<file path="src/modbus_rtu_pkg.sv">
// Shared constants and types for the RTU master framer
package modbus_rtu_pkg;
  // ---------------------------------------------------------------
  // Timing
  // ---------------------------------------------------------------
  localparam int CLK_PERIOD_NS = 10;
  localparam int HALF_MS_NS = 500000;
  localparam int HALF_MS_CYCLES =
    (HALF_MS_NS + CLK_PERIOD_NS - 1) / CLK_PERIOD_NS;
  localparam logic [3:0] BAUD_SEL_MAX = 4'h8;
  // ---------------------------------------------------------------
  // Frame layout
  // ---------------------------------------------------------------
  localparam logic [7:0] BCAST_ADDR = 8'h00;
  localparam logic [7:0] EXC_FLAG = 8'h80;
  localparam logic [8:0] MIN_FRAME = 9'h004;
  localparam logic [8:0] EXC_FRAME = 9'h005;
  localparam logic [8:0] RX_DEPTH = 9'h100;
  localparam logic [15:0] CRC_INIT = 16'hFFFF;
  localparam logic [15:0] CRC_POLY = 16'hA001;
  // ---------------------------------------------------------------
  // Function codes
  // ---------------------------------------------------------------
  localparam logic [7:0] FC_RD_COILS = 8'h01;
  localparam logic [7:0] FC_RD_INPUTS = 8'h02;
  localparam logic [7:0] FC_RD_HOLD = 8'h03;
  localparam logic [7:0] FC_RD_INREG = 8'h04;
  localparam logic [7:0] FC_WR_COIL = 8'h05;
  localparam logic [7:0] FC_WR_REG = 8'h06;
  localparam logic [7:0] FC_RD_EXC = 8'h07;
  localparam logic [7:0] FC_LOOPBACK = 8'h08;
  localparam logic [7:0] FC_EVT_CNT = 8'h0B;
  localparam logic [7:0] FC_EVT_LOG = 8'h0C;
  localparam logic [7:0] FC_WR_COILS = 8'h0F;
  localparam logic [7:0] FC_WR_REGS = 8'h10;
  // ---------------------------------------------------------------
  // Job error codes; 1 to 7 mirror the slave exception code
  // ---------------------------------------------------------------
  localparam logic [3:0] ERR_NONE = 4'h0;
  localparam logic [3:0] EXC_MIN = 4'h1;
  localparam logic [3:0] EXC_MAX = 4'h7;
  localparam logic [3:0] ERR_TIMEOUT = 4'h8;
  localparam logic [3:0] ERR_CRC = 4'h9;
  localparam logic [3:0] ERR_REQUEST = 4'hA;
  localparam logic [3:0] ERR_FRAME = 4'hB;

  typedef enum logic [8:0] {
    ST_INIT = 9'h001,
    ST_PARAM = 9'h002,
    ST_IDLE = 9'h004,
    ST_SEND = 9'h008,
    ST_DRAIN = 9'h010,
    ST_WAIT = 9'h020,
    ST_RECV = 9'h040,
    ST_CHECK = 9'h080,
    ST_DELIVER = 9'h100
  } state_type;

  function automatic logic fc_supported(input logic [7:0] f);
    case (f)
      FC_RD_COILS, FC_RD_INPUTS, FC_RD_HOLD, FC_RD_INREG, FC_WR_COIL,
      FC_WR_REG, FC_RD_EXC, FC_LOOPBACK, FC_EVT_CNT, FC_EVT_LOG,
      FC_WR_COILS, FC_WR_REGS: fc_supported = 1'b1;
      default: fc_supported = 1'b0;
    endcase
  endfunction

  function automatic logic fc_bcast_ok(input logic [7:0] f);
    case (f)
      FC_WR_COIL, FC_WR_REG, FC_WR_COILS, FC_WR_REGS: fc_bcast_ok = 1'b1;
      default: fc_bcast_ok = 1'b0;
    endcase
  endfunction
endpackage

</file>
<file path="src/crc16_byte_step.sv">
// One byte step of the frame checksum, reflected form
`timescale 1ns/10ps
`default_nettype none
module crc16_byte_step
  import modbus_rtu_pkg::*;
(
  input wire logic [15:0] i_crc,
  input wire logic [7:0] i_byte,
  output logic [15:0] o_crc
);
  logic [15:0] work;

  // Polynomial x^16+x^15+x^2+1 shifted LSB first
  always_comb begin
    work = i_crc ^ {8'h00, i_byte};
    for (int b = 0; b < 8; b++) begin
      work = work[0] ? ((work >> 1) ^ CRC_POLY) : (work >> 1);
    end
    o_crc = work;
  end
endmodule // crc16_byte_step
`default_nettype wire

</file>
<file path="src/modbus_rtu_master_framer.sv">
// RTU master framer: request build, reply wait, frame end and check
// Functional notes
// - Master starts exchange, waits bounded reply time
// - Frame: address, function, data, two-byte checksum
// - Unicast request addresses one slave, 1..255
// - Address zero reaches all slaves
// - Broadcast only with write codes 5,6,15,16
// - No reply expected after broadcast
// - Supports codes 1-8, 11, 12, 15, 16
// - Checksum is CRC-16, x16+x15+x2+1
// - Checksum low byte sent first
// - 3.5 character silence ends received frame
// - Silence timeout 0.5 ms doubling per halved rate
// - Normal mode checks reply after silence only
// - Suppression mode ends frame on good checksum
// - Half duplex, no handshake pacing the line
// - Ready only after self test and parameters
// - Exception reply: job error, code, no data
`timescale 1ns/10ps
`default_nettype none
module modbus_rtu_master_framer
  import modbus_rtu_pkg::*;
#(
  parameter int P_HALF_MS_CYCLES = HALF_MS_CYCLES
) (
  input wire logic i_sys_clk,
  input wire logic i_resetn,
  input wire logic i_selftest_done,
  input wire logic i_param_load,
  input wire logic [3:0] i_cfg_baud_sel,
  input wire logic i_cfg_suppress,
  input wire logic [15:0] i_cfg_reply_ms,
  input wire logic i_job_start,
  input wire logic [7:0] i_job_addr,
  input wire logic [7:0] i_job_func,
  input wire logic [7:0] i_job_len,
  input wire logic i_data_valid,
  input wire logic [7:0] i_data_byte,
  input wire logic i_tx_ready,
  input wire logic i_tx_busy,
  input wire logic i_rx_valid,
  input wire logic [7:0] i_rx_byte,
  output logic o_ready,
  output logic o_busy,
  output logic o_data_ready,
  output logic o_tx_valid,
  output logic [7:0] o_tx_byte,
  output logic o_line_drive,
  output logic o_rx_data_valid,
  output logic [7:0] o_rx_data_byte,
  output logic o_done,
  output logic o_error,
  output logic [3:0] o_err_code
);
  // ---------------------------------------------------------------
  // State
  // ---------------------------------------------------------------
  state_type state_reg, state_next;
  logic [3:0] baud_reg, baud_next;
  logic supp_reg, supp_next;
  logic [15:0] wait_reg, wait_next;
  logic [7:0] jaddr_reg, jaddr_next, jfunc_reg, jfunc_next;
  logic [7:0] jlen_reg, jlen_next;
  logic [8:0] cnt_reg, cnt_next, rlen_reg, rlen_next;
  logic [15:0] crc_reg, crc_next;
  logic [15:0] tick_reg, tick_next;
  logic [16:0] timer_reg, timer_next;
  logic [7:0] raddr_reg, raddr_next, rfunc_reg, rfunc_next;
  logic [7:0] rexc_reg, rexc_next;
  logic txv_reg, txv_next, drv_reg, drv_next, dr_reg, dr_next;
  logic [7:0] txb_reg, txb_next, rxb_reg, rxb_next;
  logic rxv_reg, rxv_next, done_reg, done_next, err_reg, err_next;
  logic [3:0] code_reg, code_next;
  logic ready_reg, ready_next, busy_reg, busy_next;
  logic [7:0] rx_buf [0:255];
  logic buf_we;
  logic [7:0] tx_pick, crc_byte, buf_rd;
  logic [15:0] crc_step;
  logic half_tick;
  logic [16:0] silence_lim, wait_lim;
  logic [8:0] data_end, cnt_inc;

  crc16_byte_step u_crc (
    .i_crc(crc_reg),
    .i_byte(crc_byte),
    .o_crc(crc_step)
  );

  // ---------------------------------------------------------------
  // Byte selection
  // ---------------------------------------------------------------
  always_comb begin
    data_end = 9'(jlen_reg) + 9'h002;
    cnt_inc = cnt_reg + 9'h001;
    if (cnt_reg == 9'h000) tx_pick = jaddr_reg;
    else if (cnt_reg == 9'h001) tx_pick = jfunc_reg;
    else if (cnt_reg < data_end) tx_pick = i_data_byte;
    else if (cnt_reg == data_end) tx_pick = crc_reg[7:0];
    else tx_pick = crc_reg[15:8];
    crc_byte = (state_reg == ST_SEND) ? tx_pick : i_rx_byte;
    buf_rd = rx_buf[cnt_reg[7:0]];
    half_tick = (tick_reg == 16'(P_HALF_MS_CYCLES - 1));
    silence_lim = 17'h00001 << baud_reg;
    wait_lim = {wait_reg, 1'b0};
  end

  // ---------------------------------------------------------------
  // Sequencer
  // ---------------------------------------------------------------
  always_comb begin
    state_next = state_reg;
    baud_next = baud_reg;
    supp_next = supp_reg;
    wait_next = wait_reg;
    jaddr_next = jaddr_reg;
    jfunc_next = jfunc_reg;
    jlen_next = jlen_reg;
    cnt_next = cnt_reg;
    rlen_next = rlen_reg;
    crc_next = crc_reg;
    tick_next = half_tick ? 16'h0000 : tick_reg + 16'h0001;
    timer_next = half_tick ? timer_reg + 17'h00001 : timer_reg;
    raddr_next = raddr_reg;
    rfunc_next = rfunc_reg;
    rexc_next = rexc_reg;
    txv_next = txv_reg;
    txb_next = txb_reg;
    drv_next = 1'b0;
    dr_next = 1'b0;
    rxv_next = 1'b0;
    rxb_next = rxb_reg;
    done_next = 1'b0;
    err_next = 1'b0;
    code_next = code_reg;
    buf_we = 1'b0;
    case (state_reg)
      ST_INIT: if (i_selftest_done) state_next = ST_PARAM;
      ST_PARAM: begin
        if (i_param_load) begin
          baud_next = (i_cfg_baud_sel > BAUD_SEL_MAX) ? BAUD_SEL_MAX
                                                      : i_cfg_baud_sel;
          supp_next = i_cfg_suppress;
          wait_next = i_cfg_reply_ms;
          state_next = ST_IDLE;
        end
      end
      ST_IDLE: begin
        if (i_job_start) begin
          jaddr_next = i_job_addr;
          jfunc_next = i_job_func;
          jlen_next = i_job_len;
          cnt_next = 9'h000;
          crc_next = CRC_INIT;
          // Reject before the line is touched
          if (!fc_supported(i_job_func) ||
              (i_job_addr == BCAST_ADDR && !fc_bcast_ok(i_job_func))) begin
            err_next = 1'b1;
            done_next = 1'b1;
            code_next = ERR_REQUEST;
          end else begin
            code_next = ERR_NONE;
            state_next = ST_SEND;
          end
        end
      end
      ST_SEND: begin
        drv_next = 1'b1;
        if (txv_reg) begin
          if (i_tx_ready) begin
            txv_next = 1'b0;
            cnt_next = cnt_inc;
            if (cnt_reg == data_end + 9'h001) state_next = ST_DRAIN;
          end
        end else if (cnt_reg < 9'h002 || cnt_reg >= data_end) begin
          txv_next = 1'b1;
          txb_next = tx_pick;
          if (cnt_reg < data_end) crc_next = crc_step;
        end else if (dr_reg && i_data_valid) begin
          txv_next = 1'b1;
          txb_next = tx_pick;
          crc_next = crc_step;
        end else begin
          dr_next = 1'b1;
        end
      end
      ST_DRAIN: begin
        // Hold the driver until the last stop bit leaves
        drv_next = i_tx_busy;
        if (!i_tx_busy) begin
          cnt_next = 9'h000;
          crc_next = CRC_INIT;
          tick_next = 16'h0000;
          timer_next = 17'h00000;
          if (jaddr_reg == BCAST_ADDR) begin
            done_next = 1'b1;
            state_next = ST_IDLE;
          end else begin
            state_next = ST_WAIT;
          end
        end
      end
      ST_WAIT, ST_RECV: begin
        if (i_rx_valid) begin
          state_next = ST_RECV;
          tick_next = 16'h0000;
          timer_next = 17'h00000;
          crc_next = crc_step;
          // Bytes past the buffer are not stored but still enter the checksum
          if (cnt_reg < RX_DEPTH) begin
            buf_we = 1'b1;
            cnt_next = cnt_inc;
          end
          if (cnt_reg == 9'h000) raddr_next = i_rx_byte;
          if (cnt_reg == 9'h001) rfunc_next = i_rx_byte;
          if (cnt_reg == 9'h002) rexc_next = i_rx_byte;
          if (supp_reg && crc_step == 16'h0000 && cnt_inc >= MIN_FRAME &&
              raddr_reg == jaddr_reg) begin
            state_next = ST_CHECK;
          end
        end else if (state_reg == ST_WAIT) begin
          if (timer_reg >= wait_lim) begin
            err_next = 1'b1;
            done_next = 1'b1;
            code_next = ERR_TIMEOUT;
            state_next = ST_IDLE;
          end
        end else if (timer_reg >= silence_lim) begin
          state_next = ST_CHECK;
        end
      end
      ST_CHECK: begin
        done_next = 1'b1;
        state_next = ST_IDLE;
        if (cnt_reg < MIN_FRAME || crc_reg != 16'h0000) begin
          err_next = 1'b1;
          code_next = ERR_CRC;
        end else if (raddr_reg != jaddr_reg) begin
          err_next = 1'b1;
          code_next = ERR_FRAME;
        end else if (rfunc_reg == (jfunc_reg | EXC_FLAG)) begin
          err_next = 1'b1;
          if (cnt_reg == EXC_FRAME && rexc_reg >= 8'(EXC_MIN) &&
              rexc_reg <= 8'(EXC_MAX)) code_next = rexc_reg[3:0];
          else code_next = ERR_FRAME;
        end else if (rfunc_reg != jfunc_reg) begin
          err_next = 1'b1;
          code_next = ERR_FRAME;
        end else if (cnt_reg > MIN_FRAME) begin
          done_next = 1'b0;
          rlen_next = cnt_reg - 9'h002;
          cnt_next = 9'h002;
          state_next = ST_DELIVER;
        end
      end
      ST_DELIVER: begin
        rxv_next = 1'b1;
        rxb_next = buf_rd;
        cnt_next = cnt_inc;
        if (cnt_inc == rlen_reg) begin
          done_next = 1'b1;
          state_next = ST_IDLE;
        end
      end
      default: state_next = ST_INIT;
    endcase
    ready_next = (state_next == ST_IDLE);
    busy_next = !(state_next == ST_IDLE || state_next == ST_INIT ||
                  state_next == ST_PARAM);
  end

  // ---------------------------------------------------------------
  // Registers
  // ---------------------------------------------------------------
  always_ff @(posedge i_sys_clk) begin
    if (buf_we) rx_buf[cnt_reg[7:0]] <= i_rx_byte;
  end

  always_ff @(posedge i_sys_clk or negedge i_resetn) begin
    if (!i_resetn) begin
      state_reg <= ST_INIT;
      baud_reg <= 4'h0;
      supp_reg <= 1'b0;
      wait_reg <= 16'h0000;
      jaddr_reg <= 8'h00;
      jfunc_reg <= 8'h00;
      jlen_reg <= 8'h00;
      cnt_reg <= 9'h000;
      rlen_reg <= 9'h000;
      crc_reg <= CRC_INIT;
      tick_reg <= 16'h0000;
      timer_reg <= 17'h00000;
      raddr_reg <= 8'h00;
      rfunc_reg <= 8'h00;
      rexc_reg <= 8'h00;
      txv_reg <= 1'b0;
      txb_reg <= 8'h00;
      drv_reg <= 1'b0;
      dr_reg <= 1'b0;
      rxv_reg <= 1'b0;
      rxb_reg <= 8'h00;
      done_reg <= 1'b0;
      err_reg <= 1'b0;
      code_reg <= ERR_NONE;
      ready_reg <= 1'b0;
      busy_reg <= 1'b0;
    end else begin
      state_reg <= state_next;
      baud_reg <= baud_next;
      supp_reg <= supp_next;
      wait_reg <= wait_next;
      jaddr_reg <= jaddr_next;
      jfunc_reg <= jfunc_next;
      jlen_reg <= jlen_next;
      cnt_reg <= cnt_next;
      rlen_reg <= rlen_next;
      crc_reg <= crc_next;
      tick_reg <= tick_next;
      timer_reg <= timer_next;
      raddr_reg <= raddr_next;
      rfunc_reg <= rfunc_next;
      rexc_reg <= rexc_next;
      txv_reg <= txv_next;
      txb_reg <= txb_next;
      drv_reg <= drv_next;
      dr_reg <= dr_next;
      rxv_reg <= rxv_next;
      rxb_reg <= rxb_next;
      done_reg <= done_next;
      err_reg <= err_next;
      code_reg <= code_next;
      ready_reg <= ready_next;
      busy_reg <= busy_next;
    end
  end

  assign o_ready = ready_reg;
  assign o_busy = busy_reg;
  assign o_data_ready = dr_reg;
  assign o_tx_valid = txv_reg;
  assign o_tx_byte = txb_reg;
  assign o_line_drive = drv_reg;
  assign o_rx_data_valid = rxv_reg;
  assign o_rx_data_byte = rxb_reg;
  assign o_done = done_reg;
  assign o_error = err_reg;
  assign o_err_code = code_reg;

  // ---------------------------------------------------------------
  // Checks
  // ---------------------------------------------------------------
  a_bcast_write_only: assert property (@(posedge i_sys_clk)
    disable iff (!i_resetn) state_reg == ST_SEND |->
    (jaddr_reg != BCAST_ADDR || fc_bcast_ok(jfunc_reg)) &&
    fc_supported(jfunc_reg))
    else $error("illegal request reached the line");
  a_bcast_no_wait: assert property (@(posedge i_sys_clk)
    disable iff (!i_resetn) state_reg == ST_DRAIN && !i_tx_busy &&
    jaddr_reg == BCAST_ADDR |=> state_reg == ST_IDLE && o_done && !o_error)
    else $error("broadcast waited for a reply");
  a_unicast_waits: assert property (@(posedge i_sys_clk)
    disable iff (!i_resetn) state_reg == ST_DRAIN && !i_tx_busy &&
    jaddr_reg != BCAST_ADDR |=> state_reg == ST_WAIT && timer_reg == 17'h00000)
    else $error("unicast did not wait for reply");
  a_crc_low_first: assert property (@(posedge i_sys_clk)
    disable iff (!i_resetn) state_reg == ST_SEND && o_tx_valid &&
    cnt_reg == data_end |-> o_tx_byte == crc_reg[7:0])
    else $error("checksum low byte not first");
  a_crc_high_last: assert property (@(posedge i_sys_clk)
    disable iff (!i_resetn) state_reg == ST_SEND && o_tx_valid &&
    cnt_reg == data_end + 9'h001 && i_tx_ready |=> state_reg == ST_DRAIN)
    else $error("frame did not end after checksum high byte");
  a_exc_no_data: assert property (@(posedge i_sys_clk)
    disable iff (!i_resetn) state_reg == ST_CHECK && crc_reg == 16'h0000 &&
    cnt_reg == EXC_FRAME && raddr_reg == jaddr_reg &&
    rfunc_reg == (jfunc_reg | EXC_FLAG) |=> o_error && o_done &&
    (o_err_code == rexc_reg[3:0] || o_err_code == ERR_FRAME)
    ##1 !o_rx_data_valid)
    else $error("exception reply not reported as error");
  a_reply_timeout: assert property (@(posedge i_sys_clk)
    disable iff (!i_resetn) state_reg == ST_WAIT && !i_rx_valid &&
    timer_reg >= wait_lim |=> o_error && o_err_code == ERR_TIMEOUT && o_ready)
    else $error("reply timeout not flagged");
  a_silence_end: assert property (@(posedge i_sys_clk)
    disable iff (!i_resetn) state_reg == ST_RECV && !supp_reg &&
    (i_rx_valid || timer_reg < silence_lim) |=> state_reg != ST_CHECK)
    else $error("frame checked before line silence");
  a_not_ready_early: assert property (@(posedge i_sys_clk)
    disable iff (!i_resetn) (state_reg == ST_INIT || state_reg == ST_PARAM)
    |-> !o_ready && !o_busy)
    else $error("ready before start-up finished");
  a_half_duplex: assert property (@(posedge i_sys_clk)
    disable iff (!i_resetn) o_line_drive |->
    $past(state_reg) == ST_SEND || $past(state_reg) == ST_DRAIN)
    else $error("line driven while receiving");
endmodule // modbus_rtu_master_framer
`default_nettype wire

</file>
<file path="config.mk">
export PLATFORM = sky130hd
export DESIGN_NAME = modbus_rtu_master_framer
export DESIGN_NICKNAME = d
export VERILOG_FILES = /design/src/modbus_rtu_pkg.sv /design/src/crc16_byte_step.sv /design/src/modbus_rtu_master_framer.sv
export SDC_FILE = /design/constraint.sdc
export NUM_CORES = 2
export LEC_CHECK = 0
export BUFFER_PORTS_ARGS = -buffer_cell sky130_fd_sc_hd__buf_2
export CAP_MARGIN = 10
export CORE_AREA = 2 2 445 536
export CTS_CLUSTER_DIAMETER = 120
export DETAILED_ROUTE_END_ITERATION = 8
export DIE_AREA = 0 0 447 538
export REMOVE_ABC_BUFFERS = 1
export SYNTH_ARGS = -nofsm -noshare
export SYNTH_HDL_FRONTEND = slang
export SYNTH_SLANG_ARGS = --single-unit
</file>
<file path="constraint.sdc">
create_clock -name i_sys_clk -period 19.4 [get_ports i_sys_clk]
set_clock_uncertainty 0.1 [all_clocks]
set_input_delay 1.94 -clock i_sys_clk [delete_from_list [all_inputs] [get_ports i_sys_clk]]
set_output_delay 1.94 -clock i_sys_clk [all_outputs]
set_load 0.05 [all_outputs]
</file>
After elaboration in Yosys (flattened, before gate mapping). Memory sizes are Yosys's and may differ from the RTL's. A register that Yosys moved wholly into a read port is not among the register bits. Index checks and enable logic that the tools add are counted.

Register bits after elaboration: 165. RAM bits: 2048. Bits in read-only memories: 32. Bits of input ports: 70. Output and inout bits: 28. Logic and storage cells: 259. Memories kept: 2.

Add/subtract/negate cells: 6. Order comparisons: 12. Eq/ne operators: 45. Shift operators: 1. Mux-type cells: 116. Bitwise logic cells: 14. Reductions and logical operators: 38.

Memory list: rx_buf (depth 256, width 8, read ports 1, clocked after Yosys merged registers in 1, wr ports 1, RTL line modbus_rtu_master_framer.sv:75) `logic [7:0] rx_buf [0:255];`; (no name shown) (depth 32, width 1, read ports 1, clocked after Yosys merged registers in 0, wr ports 0, RTL line modbus_rtu_pkg.sv:60) `case (f)`.

Operators by type and width (count): two-way mux 16 bit (18); two-way mux 9 bit (29); case mux 9 bit (8 select lines) (1); two-way mux 8 bit (8); case mux 16 bit (4 select lines) (1); case mux 9 bit (6 select lines) (1); two-way mux 17 bit (3); two-way mux 4 bit (11); two-way mux 1 bit (37); greater-or-equal comparator 17 bit (2); case mux 17 bit (2 select lines) (1); case mux 16 bit (2 select lines) (1); != test 2 bit (second input constant) (15); == test 9 x 1 -> 1 bit (second input constant) (3); == test 9 x 2 -> 1 bit (second input constant) (3); == test 9 x 3 -> 1 bit (second input constant) (3); == test 9 bit (3); inverter 2 -> 3 bit (8); adder 9 x 1 -> 9 bit (second input constant) (2); adder 17 x 1 -> 17 bit (second input constant) (1); left shift 1 x 4 -> 17 bit (first input constant) (1); adder 16 x 1 -> 16 bit (second input constant) (1); == test 16 bit (second input constant) (1); == test 8 x 3 -> 1 bit (second input constant) (2); other kinds (51) (76).

Logic depth before layout (Yosys ltp).
Depth after elaboration: 35. Depth in mapped cells: 26.

Hierarchy. Synthesis repeated with hierarchy kept, for this count alone.

Cell total of the unflattened synthesis: 4763. Area, all modules: 89689.8 um^2.

Modules (own cells, without submodules): modbus_rtu_master_framer (times used 1, cells an instance 4735, area each 89395.7 um^2, seq. area each 65849.4 um^2); crc16_byte_step (times used 1, cells an instance 28, area each 294.0 um^2, seq. area each 0.0 um^2).

Worst setup path after synthesis. OpenSTA, ideal clock, no wires.

Path kind: register to register. Start point: register cnt_reg[0]. End point: register state_reg[6]. Data arrival time: 5.976 ns. Required time: 19.180 ns. Setup slack: 13.204 ns. Cell stages (with the launch flop): 27. Path buffers: 7. Cell sequence: dfrtp_1 -> buf_2 -> buf_2 -> buf_2 -> buf_2 -> buf_2 -> buf_2 -> inv_1 -> ha_1 -> inv_1 -> or3_1 -> buf_2 -> mux2_1 -> mux2_2 -> a21oi_1 -> nand4_1 -> o311a_1 -> xor2_1 -> xnor3_1 -> ha_1 -> xnor2_1 -> and3_1 -> nand4_1 -> a41oi_1 -> o21ai_1 -> a2111o_1 -> and3_1.

Longest elaborated chain between the ends: 24.

RTL lines: start, declared (RTL line modbus_rtu_master_framer.sv:64) `logic [8:0] cnt_reg, cnt_next, rlen_reg, rlen_next;`; start signal, assigned (RTL line modbus_rtu_master_framer.sv:314) `cnt_reg <= cnt_next;`; branches (longest 23 deep; another with less-than comparator 9 bit); case mux 9 bit (8 select lines) * (RTL line modbus_rtu_master_framer.sv:136) `case (state_reg)`; via state_next[6] (RTL line modbus_rtu_master_framer.sv:58) `state_type state_reg, state_next;`; end signal, assigned (RTL line modbus_rtu_master_framer.sv:307) `state_reg <= state_next;`; end, declared (RTL line modbus_rtu_master_framer.sv:58).

Mark *: on every way through the listed nets, which the timed path passes. A chain may end at the register's enable or synchronous reset.

==> metrics.txt <==
slowest cell delay on critical path=890 ps; final worst slack=13190 ps; Final HPWL DP=140000 um; post-synthesis cell type count=68; initial core utilization=0.378; VDD IR max=0.0000964 V; via/cell ratio=5.54; Rows=196; Final setup viols=0; Synth async-reset ratio=0.0779; leakage power=31.5 nW; Syn. warnings=0; IO Count=98; Clock Tree Buf Depth=3; Setup crit end kind=flip-flop; Sink Count=2221; Period minus WS final=6210 ps; Max stage delay cell, worst path=dfrtp_4; commonest non-fill, non-tap cell in the layout=edfxtp_1; Clk pin slew, worst setup/hold paths=60 ps; Worst Min Path Start=tick_reg[0]; CP top delay family=buffers and inverters; most frequent cells in the layout=edfxtp_1, mux4_2, nor2_1; main combinational cell family by area after synthesis=multiplexers; Final ANT Viol Nets=0; core area=0.236 sq mm; largest net degree at the start of global routing=178; Remaining DRCs=0; FF-to-FF End=o_rx_data_byte[1]; FF-to-FF Start=cnt_reg[0]; IO buf count=97; Worst-Margin Slew=1290 ps; first-pass GRT wire length=327000 um; post-synthesis mux area share=0.172; fraction of layout cells with a size suffix above 1=0.259; DR vias=44000; clk_lat worst skew=860 ps; post-synthesis compound-gate area fraction=0.0159; CP arrival=6850 ps; cts hold-fix bufs=0; Critical Setup Path Class=flip-flop to flip-flop; DIE WIDTH=447 um; worst hold-check path type=flip-flop to flip-flop; Initial DRT Pass Iterations=5; max FFs per register=2048; Yosys top cell area share=0.690; worst r2r path cells=11; Fmax=161 MHz; Max-cap violations=0; Synth Register Bits=2221; cell accounting for the most synthesized area=edfxtp_1; critical path fanouts, max=77; CTS tree=done; nets@finish=4722; final hold slack=359 ps; postcts setup bufs=0; post_cts resized=0; Slew Limit Fails=0; H-tree depth=4; netlist area before placement=0.0891 sq mm; Root Buffer=clkbuf_16; Starting DRT DRC Count=5375; CP startpoint kind=flip-flop; # fillers=20400; dpl ws=13000 ps; commonest register cell after synthesis=edfxtp_1; sequential share of the synthesized area=0.739; Max-slew headroom=0.139; post-synthesis xor/xnor area fraction=0.0108; CP Data Required Time=20040 ps; full die area=0.240 sq mm; Syn Inst Count=4424; initial antenna violation count=13; cell depth of the worst hold path=1; adder-cell area share of the yosys netlist=0.00815; die height=538 um; RSZ-0062 raised after global routing=false; critical-path cell list=buf_12, buf_4, buf_4, buf_4, mux4_2, mux4_2, mux2i_1, o21ai_0, mux4_2, a41oi_1, o21ai_1; Synth Area in Simple Gates=0.0410; gpl congestion=0.845; WL per Instance=28.6 um; EDFF count, synth=2048; Hold Fails Final Rpt=0; Power Density=126 mW/mm^2; final wirelength=228000 um; vias in the first global route=44800; status=finished, final reports clean; Avg Synthesized Cell Area=20.1 sq um; Overflow after GRT=0; total CTS buffers=215; GRT Total Usage=0.189; Hold Path End=tick_reg[0]; synth-to-layout area growth=12.8%; Bufs and invs on worst path=4; top cells by area, synth=edfxtp_1, mux4_2, dfrtp_1; Tcrit/Tclk final=0.320; flop2flop setup slack=13190 ps
[per-layer routing]
metal  vias to the layer above  track usage  wire (um)
li1                      18400            -          -
met1                     23600        0.250      90400
met2                      1652        0.318     114000
met3                       320       0.0335      16500
met4                         6       0.0598       6960
met5                         -            0         36
[cells in the mapped netlist (7+ instances only)]
cell and instances:
a211oi_1 7, a21o_1 8, a21oi_1 52, a31oi_1 19, and3_1 21, buf_1 64
buf_2 41, clkbuf_1 137, dfrtp_1 156, dfstp_2 17, edfxtp_1 2048, ha_1 58
inv_1 53, mux2_2 38, mux2i_1 10, mux4_2 654, nand2_1 182, nand2b_1 14
nand3_1 66, nand4_1 42, nor2_1 367, nor2b_1 43, nor3_1 24, nor4_1 20
o21a_1 7, o21ai_0 57, o21ai_1 9, o22a_1 11, o22ai_1 11, o31ai_1 8
or4_1 7, xnor2_1 58, xor2_1 42
[report_power, final]
| part | total [mW] | switching (mW) | internal (mW) |
|---|---|---|---|
| logic | 3.11 | 1.71 | 1.40 |
| registers | 5.43 | 0.125 | 5.31 |
| clock network | 4.11 | 1.84 | 2.27 |
[kinds of logic after synthesis]
group                      count (synthesis)
buffers and inverters                    300
AOI/OAI and AO/OA                        224
DFF                                     2221
muxes                                    705
and+or+nand+nor                          812
adders and majority gates                 58
xor gates and xnor gates                 104
[layout make-up]
class	count	area, sq um	area share
flip-flops and latches	2221	65900	0.656
multi-input cells	1903	22100	0.220
clock buffers	265	5660	0.0563
well taps	3168	3960	0.0395
repair buffers	196	1370	0.0136
clock inverters	136	1260	0.0126
inverters	57	221	0.00220
diodes	5	12.5	0.000125
[through the flow]
| stage | utilization | cell area (sq um) | total power [mW] | cells | TNS, ps |
|---|---|---|---|---|---|
| final | 0.426 | 100000 | 12.7 | 7951 | 0 |
| after global routing | 0.426 | 100000 | 13.1 | 7950 | 0 |
| after CTS | 0.426 | 100000 | 12.8 | 7946 | 0 |
| after detailed placement | 0.396 | 93500 | 8.67 | 7545 | 0 |
| after global placement | 0.396 | 93500 | 8.67 | 7545 | 0 |
| after floorplan | - | 88100 | 9.04 | 4181 | -5908110 |
[how the worst max path moves through the flow]
| stage | from | endpoint | depth (start not counted) |
|---|---|---|---|
| finish | cnt_reg[0] | o_rx_data_byte[1] | 11 |
| global route | cnt_reg[0] | o_rx_data_byte[1] | 11 |
| CTS | cnt_reg[0] | o_rx_data_byte[2] | 10 |
| detailed placement | cnt_reg[0] | o_rx_data_byte[2] | 10 |
| global placement | cnt_reg[0] | o_rx_data_byte[2] | 10 |
| floorplan | cnt_reg[0] | state_reg[6] | 19 |
Note: power is estimated with default switching activity, not from simulation.
